## src/design/config_loader_defs.svh

```systemverilog
// constants for the configuration word loader
`ifndef CONFIG_LOADER_DEFS_SVH
`define CONFIG_LOADER_DEFS_SVH

// address map
`define CFG_SPACE_LO      24'h800000
`define CFG_REG_BASE      24'hF80000
`define CW1_ADDR_SMALL    24'h0157FE
`define CW1_ADDR_MID      24'h020BFE
`define CW1_ADDR_LARGE    24'h02ABFE
`define CW_STRIDE         24'h000002
`define FLASH_PAGE_MASK   24'hFFF800

// bit fields of config word one
`define CW1_SCAN_EN_BIT   14
`define CW1_CODE_PROT_BIT 13
`define CW1_WR_PROT_BIT   12
`define CW1_DEBUG_BIT     11
`define CW1_EMU_HI        9
`define CW1_EMU_LO        8
`define CW1_WDT_EN_BIT    7
`define CW1_WIN_DIS_BIT   6
`define CW1_PRESCALE_BIT  4
`define CW1_POST_HI       3
`define CW1_POST_LO       0

// read-back forcing, reset and prescale values
`define CW1_ONES_MASK     24'hFF0020
`define CW_UPPER_ONES     24'hFF0000
`define CW_RESET_VALUE    24'h000000
`define PRESCALE_FAST     8'h20
`define PRESCALE_SLOW     8'h80

`endif

```

## src/design/README_unused.sv

```systemverilog
// intentionally empty
`timescale 1ns/1ps
`default_nettype none
`default_nettype wire

```

## src/design/config_loader_pkg.sv

```systemverilog
// types shared by the configuration word loader
`default_nettype none
package config_loader_pkg;
   typedef logic [23:0] word24_t;
   typedef enum logic [2:0] {
      LD_IDLE = 3'b000,
      LD_W1   = 3'b001,
      LD_W2   = 3'b010,
      LD_W3   = 3'b011,
      LD_DONE = 3'b100
   } load_state_t;
endpackage
`default_nettype wire

```

## src/design/cw1_decode.sv

```systemverilog
// decoder for the fields of configuration word one
`timescale 1ns/1ps
`default_nettype none
`include "config_loader_defs.svh"
module cw1_decode
   import config_loader_pkg::*;
(
   // packed word
   input  wire word24_t    cw1,
   // decoded settings
   output logic            scan_port_enable,
   output logic            general_code_protect,
   output logic            general_flash_write_protect,
   output logic            debug_mode,
   output logic [2:0]      emulator_pin_placement,
   output logic            emu_cfg_reserved,
   output logic            watchdog_enable_cfg,
   output logic            watchdog_windowed,
   output logic            watchdog_cfg_invalid,
   output logic [7:0]      watchdog_prescale_select,
   output logic [3:0]      watchdog_postscale_select
);
   logic [1:0] emu_code;

   assign emu_code = cw1[`CW1_EMU_HI:`CW1_EMU_LO];
   assign scan_port_enable = cw1[`CW1_SCAN_EN_BIT];
   assign general_code_protect = ~cw1[`CW1_CODE_PROT_BIT];
   assign general_flash_write_protect = ~cw1[`CW1_WR_PROT_BIT];
   assign debug_mode = ~cw1[`CW1_DEBUG_BIT];

   // one-hot: bit0 pair one, bit1 pair two, bit2 pair three
   always_comb begin
      unique case (emu_code)
         2'b11: emulator_pin_placement = 3'b001;
         2'b10: emulator_pin_placement = 3'b010;
         2'b01: emulator_pin_placement = 3'b100;
         2'b00: emulator_pin_placement = 3'b000;
      endcase
   end
   assign emu_cfg_reserved = (emu_code == 2'b00);

   assign watchdog_enable_cfg = cw1[`CW1_WDT_EN_BIT];
   assign watchdog_windowed = ~cw1[`CW1_WIN_DIS_BIT];
   // windowed mode without the watchdog on is a bad image
   assign watchdog_cfg_invalid = ~cw1[`CW1_WIN_DIS_BIT]
                               & ~cw1[`CW1_WDT_EN_BIT];
   assign watchdog_prescale_select = cw1[`CW1_PRESCALE_BIT] ?
      `PRESCALE_SLOW : `PRESCALE_FAST;
   // ratio is 2 to the power of this field
   assign watchdog_postscale_select =
      cw1[`CW1_POST_HI:`CW1_POST_LO];
endmodule // cw1_decode
`default_nettype wire

```

## src/design/config_word_loader.sv

```systemverilog
// configuration word loader: reset-time unpack, table access, decode
`timescale 1ns/1ps
`default_nettype none
`include "config_loader_defs.svh"
module config_word_loader
   import config_loader_pkg::*;
#(
   parameter int SIZE_SEL = 2
)(
   // clock and reset
   input  wire logic       clk,
   input  wire logic       rst,
   input  wire logic       dev_reset_req,
   // flash read port
   output logic            flash_rd_req,
   output word24_t         flash_rd_addr,
   input  wire logic       flash_rd_valid,
   input  wire word24_t    flash_rd_data,
   // flash write and erase port
   output logic            flash_wr_req,
   output word24_t         flash_wr_addr,
   output word24_t         flash_wr_data,
   output logic            flash_erase_req,
   output word24_t         flash_erase_addr,
   // table access port
   input  wire logic       tbl_req,
   input  wire logic       tbl_wr,
   input  wire word24_t    tbl_addr,
   input  wire word24_t    tbl_wdata,
   output logic            tbl_ack,
   output logic            tbl_err,
   output word24_t         tbl_rdata,
   // erase request from the cpu
   input  wire logic       erase_req,
   input  wire word24_t    erase_addr,
   // instruction fetch check
   input  wire word24_t    fetch_addr,
   output logic            fetch_block,
   // programming path pin
   input  wire logic       prog_via_scan_pin,
   // status
   output logic            cfg_loaded,
   output logic            cpu_hold,
   output logic            last_page_erased,
   // decoded settings
   output logic            scan_port_enable,
   output logic            general_code_protect,
   output logic            general_flash_write_protect,
   output logic            debug_mode,
   output logic [2:0]      emulator_pin_placement,
   output logic            emu_cfg_reserved,
   output logic            watchdog_enable_cfg,
   output logic            watchdog_windowed,
   output logic            watchdog_cfg_invalid,
   output logic [7:0]      watchdog_prescale_select,
   output logic [3:0]      watchdog_postscale_select
);
   ////////////////////////////////////////////////////////////////////
   // declarations
   ////////////////////////////////////////////////////////////////////
   localparam word24_t CW1_ADDR = (SIZE_SEL == 0) ? `CW1_ADDR_SMALL :
                                  (SIZE_SEL == 1) ? `CW1_ADDR_MID :
                                                    `CW1_ADDR_LARGE;
   localparam word24_t CW2_ADDR = CW1_ADDR - `CW_STRIDE;
   localparam word24_t CW3_ADDR = CW2_ADDR - `CW_STRIDE;
   localparam word24_t LAST_PAGE = CW3_ADDR & `FLASH_PAGE_MASK;

   load_state_t state_q;
   word24_t     cw_q [3];
   logic        scan_meta_q;
   logic        scan_s_q;
   logic        tbl_ack_q;
   logic        tbl_err_q;
   word24_t     tbl_rdata_q;
   logic        wr_req_q;
   word24_t     wr_addr_q;
   word24_t     wr_data_q;
   logic        erase_q;
   word24_t     erase_addr_q;
   logic        erased_q;
   logic        in_cfg;
   logic [23:0] cfg_off;
   logic        hit_cw;
   word24_t     wr_data_d;
   word24_t     rd_word;
   logic [1:0]  rd_idx;

   ////////////////////////////////////////////////////////////////////
   // pin synchroniser
   ////////////////////////////////////////////////////////////////////
   always_ff @(posedge clk or posedge rst) begin
      if (rst) begin
         scan_meta_q <= 1'b0;
         scan_s_q    <= 1'b0;
      end else begin
         scan_meta_q <= prog_via_scan_pin;
         scan_s_q    <= scan_meta_q;
      end
   end

   ////////////////////////////////////////////////////////////////////
   // load sequencer
   ////////////////////////////////////////////////////////////////////
   // any reset restarts the walk; after dev_reset_req stale settings last until the words reload
   always_ff @(posedge clk or posedge rst) begin
      if (rst) begin
         state_q <= LD_IDLE;
      end else if (dev_reset_req) begin
         state_q <= LD_IDLE;
      end else begin
         unique case (state_q)
            LD_IDLE: state_q <= LD_W1;
            LD_W1:   if (flash_rd_valid) state_q <= LD_W2;
            LD_W2:   if (flash_rd_valid) state_q <= LD_W3;
            LD_W3:   if (flash_rd_valid) state_q <= LD_DONE;
            LD_DONE: state_q <= LD_DONE;
            default: state_q <= LD_IDLE;
         endcase
      end
   end

   assign flash_rd_req = (state_q == LD_W1) || (state_q == LD_W2) ||
                         (state_q == LD_W3);
   always_comb begin
      unique case (state_q)
         LD_W2:   flash_rd_addr = CW2_ADDR;
         LD_W3:   flash_rd_addr = CW3_ADDR;
         default: flash_rd_addr = CW1_ADDR;
      endcase
   end

   // volatile copies, cleared (fully protected) by rst until refilled; dev_reset_req keeps the old words
   always_ff @(posedge clk or posedge rst) begin
      if (rst) begin
         cw_q[0] <= `CW_RESET_VALUE;
         cw_q[1] <= `CW_RESET_VALUE;
         cw_q[2] <= `CW_RESET_VALUE;
      end else if (flash_rd_valid) begin
         // bits kept as stored: programmed 0, blank 1
         if (state_q == LD_W1) cw_q[0] <= flash_rd_data;
         if (state_q == LD_W2) cw_q[1] <= flash_rd_data;
         if (state_q == LD_W3) cw_q[2] <= flash_rd_data;
      end
   end

   assign cfg_loaded = (state_q == LD_DONE);
   assign cpu_hold   = ~cfg_loaded;

   ////////////////////////////////////////////////////////////////////
   // table access
   ////////////////////////////////////////////////////////////////////
   assign in_cfg  = tbl_addr >= `CFG_SPACE_LO;
   assign cfg_off = tbl_addr - `CFG_REG_BASE;
   assign rd_idx  = cfg_off[2:1];
   assign hit_cw  = (tbl_addr == CW1_ADDR) || (tbl_addr == CW2_ADDR) ||
                    (tbl_addr == CW3_ADDR);
   assign fetch_block = fetch_addr >= `CFG_SPACE_LO;

   always_comb begin
      unique case (rd_idx)
         2'b00:   rd_word = cw_q[0] | `CW1_ONES_MASK;
         2'b01:   rd_word = cw_q[1] | `CW_UPPER_ONES;
         2'b10:   rd_word = cw_q[2] | `CW_UPPER_ONES;
         default: rd_word = 24'h000000;
      endcase
   end

   always_comb begin
      wr_data_d = tbl_wdata;
      if (hit_cw) begin
         wr_data_d[23:16] = 8'hFF;
      end
      // scan enable keeps its loaded value when written over the scan programming path
      if (tbl_addr == CW1_ADDR && scan_s_q) begin
         wr_data_d[`CW1_SCAN_EN_BIT] = cw_q[0][`CW1_SCAN_EN_BIT];
      end
   end

   always_ff @(posedge clk or posedge rst) begin
      if (rst) begin
         tbl_ack_q   <= 1'b0;
         tbl_err_q   <= 1'b0;
         tbl_rdata_q <= 24'h000000;
      end else begin
         tbl_ack_q <= tbl_req;
         tbl_err_q <= 1'b0;
         if (tbl_req && !tbl_wr) begin
            if (in_cfg && (tbl_addr & 24'hFFFFC0) == `CFG_REG_BASE
                && rd_idx != 2'b11) begin
               tbl_rdata_q <= rd_word;
            end else begin
               tbl_rdata_q <= 24'h000000;
               tbl_err_q   <= 1'b1;
            end
         end else if (tbl_req && tbl_wr) begin
            // loaded registers are not software writable
            tbl_err_q <= in_cfg || general_flash_write_protect;
         end
      end
   end
   assign tbl_ack   = tbl_ack_q;
   assign tbl_err   = tbl_err_q;
   assign tbl_rdata = tbl_rdata_q;

   always_ff @(posedge clk or posedge rst) begin
      if (rst) begin
         wr_req_q  <= 1'b0;
         wr_addr_q <= 24'h000000;
         wr_data_q <= 24'h000000;
      end else begin
         wr_req_q <= tbl_req && tbl_wr && !in_cfg
                     && !general_flash_write_protect;
         if (tbl_req && tbl_wr) begin
            wr_addr_q <= tbl_addr;
            wr_data_q <= wr_data_d;
         end
      end
   end
   assign flash_wr_req  = wr_req_q;
   assign flash_wr_addr = wr_addr_q;
   assign flash_wr_data = wr_data_q;

   ////////////////////////////////////////////////////////////////////
   // page erase
   ////////////////////////////////////////////////////////////////////
   // the flag survives until the next reload replaces the words
   always_ff @(posedge clk or posedge rst) begin
      if (rst) begin
         erase_q      <= 1'b0;
         erase_addr_q <= 24'h000000;
         erased_q     <= 1'b0;
      end else begin
         erase_q <= erase_req && !general_flash_write_protect;
         if (erase_req) erase_addr_q <= erase_addr;
         if (erase_req && !general_flash_write_protect
             && (erase_addr & `FLASH_PAGE_MASK) == LAST_PAGE) begin
            erased_q <= 1'b1;
         end else if (state_q == LD_W1 && flash_rd_valid) begin
            erased_q <= 1'b0;
         end
      end
   end
   assign flash_erase_req  = erase_q;
   assign flash_erase_addr = erase_addr_q;
   assign last_page_erased = erased_q;

   ////////////////////////////////////////////////////////////////////
   // decode
   ////////////////////////////////////////////////////////////////////
   cw1_decode u_decode (
      .cw1                         (cw_q[0]),
      .scan_port_enable            (scan_port_enable),
      .general_code_protect        (general_code_protect),
      .general_flash_write_protect (general_flash_write_protect),
      .debug_mode                  (debug_mode),
      .emulator_pin_placement      (emulator_pin_placement),
      .emu_cfg_reserved            (emu_cfg_reserved),
      .watchdog_enable_cfg         (watchdog_enable_cfg),
      .watchdog_windowed           (watchdog_windowed),
      .watchdog_cfg_invalid        (watchdog_cfg_invalid),
      .watchdog_prescale_select    (watchdog_prescale_select),
      .watchdog_postscale_select   (watchdog_postscale_select)
   );
endmodule // config_word_loader
`default_nettype wire

```

## config.mk

```make
export PLATFORM = sky130hd
export DESIGN_NAME = config_word_loader
export DESIGN_NICKNAME = d
export VERILOG_FILES = /design/src/design/README_unused.sv /design/src/design/config_loader_pkg.sv /design/src/design/cw1_decode.sv /design/src/design/config_word_loader.sv
export VERILOG_INCLUDE_DIRS = /design/src /design/src/design
export SDC_FILE = /design/constraint.sdc
export NUM_CORES = 1
export LEC_CHECK = 0
export BUFFER_PORTS_ARGS = -buffer_cell sky130_fd_sc_hd__buf_4
export CORE_MARGIN = 4
export CORE_UTILIZATION = 45
export CTS_CLUSTER_SIZE = 8
export DETAILED_ROUTE_END_ITERATION = 8
export GPL_TIMING_DRIVEN = 0
export PLACE_DENSITY = 0.77
export SLEW_MARGIN = 20
export SYNTH_ARGS = -nofsm -noshare
export SYNTH_HDL_FRONTEND = slang
export SYNTH_SLANG_ARGS = --single-unit
```

## constraint.sdc

```tcl
create_clock -name clk -period 9.64 [get_ports clk]
set_input_delay 1.446 -clock clk [delete_from_list [all_inputs] [get_ports clk]]
set_output_delay 1.446 -clock clk [all_outputs]
set_load 0.01 [all_outputs]
```

==> results.yml <==
timing:
  min_period_over_period_pct: 32.07
  worst-slew-pin-transition_ns: 0.6170
  max_clock_freq_mhz: 323.5
  final-max-slew-violation-count: 0
  maxSlewHeadroom_pct: 58.87
  post-route-min-period_ns: 3.091
  clock-skew-final_ns: 0.004153
  final-setup-viol-count: 0
  setup-tns-final_ns: 0
  hold_viol: 0
  unrepaired_setup_endpoints_after_global_routing: "no"
synthesis:
  syn-cell-area_um2: 6349
  synthDistinctLibCells: 45
  netlist.top_cell.by_area: "dfrtp_1"
  yosys_register_bits: 146
  most_common_cell_in_the_netlist: "dfrtp_1"
  synth-edff-count: 0
  syn_avg_cell_area_um2: 10.93
  synth-warning-count: 0
  post_synth_main_area_contributors: "dfrtp_1 (58%), mux2_1 (12%), nand2_1 (8.3%)"
  synthTopCellsByCount: "dfrtp_1 (146), nand2_1 (141), mux2_1 (66), buf_4 (41), nor2_1 (28)"
  seq_area_frac_synth_pct: 57.55
  synth_ff_type: "dfrtp_1"
  synth_largest_type_area_fraction_pct: 57.55
  async_reset_ff_share_pct: 100.0
  netlist_instances: 581
clock_tree:
  cts_tree: "yes"
  cts_setup_buffers: 0
  clk_pin_slew_worst_paths_ns: 0.05
  cts_max_path_buffers: 2
  htreeDepth: 4
  worst_skew_pair.late_latency_ns: 0.41
  clockRootBuffer: "clkbuf_16"
  hold_buffers: 0
  cts-buffers-inserted: 17
  cts_repair_resize_count: 0
  clock_sink_count: 146
detailed_routing:
  antenna_left: 0
  drtIter0Drc: 213
  route.detailed.wl_per_inst_um: 15.55
  detailedRoute.firstPassIterationCount: 5
  totalWireLength_um: 16110
  vias: 4920
  detail_route.vias_per_cell: 4.749
  drc: 0
die:
  floorplan.core_area_um2: 13830
  floorplan.die.width_um: 126.8
  die-height_um: 126.8
  io_pins: 280
  floorplan.die_area_um2: 16070
  floorplan.rows: 43
  start_util_pct: 45.91
grt:
  grt_use_total_pct: 19.85
  pin_count_of_the_biggest_net_entering_global_routing: 104
  grt_pass1_vias: 4917
  grtUsageMet3_pct: 5.768
  grt.busiest_layer: "met2"
  grt_pass1_wl_um: 25090
  grt_use_met1_pct: 25.03
  gr-total-overflow: 0
  antenna_found_initial: 0
  met2_usage_pct: 32.00
pwr:
  power.density_nw_per_um2: 198.6
  p_switching_w: 0.0004618
  share_clk_of_total_power_pct: 35.4
  power.share.switching_pct: 26.10
  worst_voltage_drop_across_the_vdd_grid_mv: 0.1034
  cell_internal_pwr_w: 0.001308
  p_comb_share_pct: 20.2
  cellLeakagePower_nw: 4.540
  power.sequential.fraction_pct: 44.4
setup_path:
  required_ns: 8.19
  cp_max_delay_cell: "buf_4"
  critical_path_cell_sequence: "clkbuf_1 -> buf_4"
  path_max_fanout: 1
  buf_inv_stages_crit_path: 2
  setup.worst_path.start_class: "primary input"
  cpLargestDelayFamily: "buffers and inverters"
  critPathMaxStageDelay_ns: 0.13
  worst_setup_path_category: "primary input to output port"
  worst_ep_arrival_time_ns: 1.65
  cp-end-kind: "output port"
finish:
  final_cell_count_no_fill: 1036
  n_antenna_cell: 0
  post-route-util_pct: 64.44
  n_fill_cell: 1177
  final_nets: 973
  multi_input_area_um2: 2293
  regArea_um2: 3654
  final_layout_size_suffix_gt1_share_pct: 35.51
  synthToLayoutAreaGrowth_pct: 40.34
place:
  count_of_input_and_output_buffers: 218
  placedCellCount: 1006
  gp_congestion: 0.7962
  dp.final_hpwl_um: 12050
hold_path:
  holdCritPathClass: "flip-flop to flip-flop"
status:
  outcome: "finished, final reports clean"
run:
  max-cap-violations: 0
-- cells in the final DEF (no fill, tap or decap), types with 3 or more instances in the layout --
master,count
a21oi_1,19
and2_1,3
clkbuf_8,6
nand2_1,141
a31oi_1,9
buf_4,259
o31ai_1,16
clkbuf_1,25
buf_2,6
mux2_1,66
clkbuf_16,17
mux2i_1,15
dfrtp_1,146
nor2_1,28
inv_1,17
nor2b_1,3
nor3_1,3
o21ai_1,7
conb_1,28
nand4b_1,4
-- cell families after synthesis --
kind of cell | after synthesis | share of synthesized area (%)
simple gates | 204 | 14.41
mux | 81 | 14.07
other cells | 2 | 0.1183
compound gates | 57 | 5.853
buf+inv | 90 | 7.864
xor+xnor | 1 | 0.1380
flops | 146 | 57.55
-- final cells by class --
class,instances,area share (%)
buffer,70,4.761
clock buffer,26,5.828
clock inverter,4,0.5336
inverter,20,0.9268
multi-input combinational,371,25.74
sequential,146,41.01
tap,180,2.528
timing repair buffer,219,18.68
-- final timing paths --
check | cells past startpoint | slack [ns] | to | startpoint
worst max-delay path | 2 | 6.55 | fetch_block | fetch_addr[23]
worst min-delay path | 0 | 0.35 | scan_s_q | scan_meta_q
worst max register to register | 5 | 7.68 | cw_q[33] | state_q[0]
worst min register to register | 0 | 0.35 | scan_s_q | scan_meta_q
max in group asynchronous | 3 | 7.83 | flash_wr_addr[0] | rst
min in group asynchronous | 2 | 1.01 | flash_erase_addr[6] | rst
-- power by group through the flow --
stage	combinational, W	sequential, W	clock (W)
final	0.000358	0.000786	0.000626
after global routing	0.000395	0.000799	0.000666
after CTS	0.000364	0.000786	0.000639
after detailed placement	0.000363	0.000796	0
after global placement	0.000352	0.000791	0
after floorplan	0.000178	0.000801	0
-- metal layers --
| layer | up-vias | wire [um] |
|---|---|---|
| met5 | - | 0 |
| met1 | 2294 | 6728 |
| met3 | 34 | 1181 |
| met4 | 0 | 453 |
| met2 | 182 | 7747 |
| li1 | 2410 | - |
-- registers in the layout (all words and copies together), names as in the netlist --
name and count:
tbl_ack 1, flash_erase_req 1, state_q 3, flash_wr_req 1
scan_meta_q 1, tbl_err 1, last_page_erased 1, cw_q 47
flash_erase_addr 24, flash_wr_data 24, flash_wr_addr 24, tbl_rdata 17
scan_s_q 1
-- through the flow --
step / area, um^2 / worst slack (ns) / hold slack (ns) / power [W]
2_1_floorplan: 6446 / 4.271 / 0.3312 / 0.0009783
3_3_place_gp: 8308 / 2.518 / 0.3384 / 0.001144
3_5_place_dp: 8343 / 6.546 / 0.3387 / 0.001159
4_1_cts: 8910 / 6.546 / 0.3518 / 0.001790
5_1_grt: 8910 / 6.531 / 0.3788 / 0.001859
6_report: 8910 / 6.549 / 0.3499 / 0.001769
(Power assumes the default switching activity.)
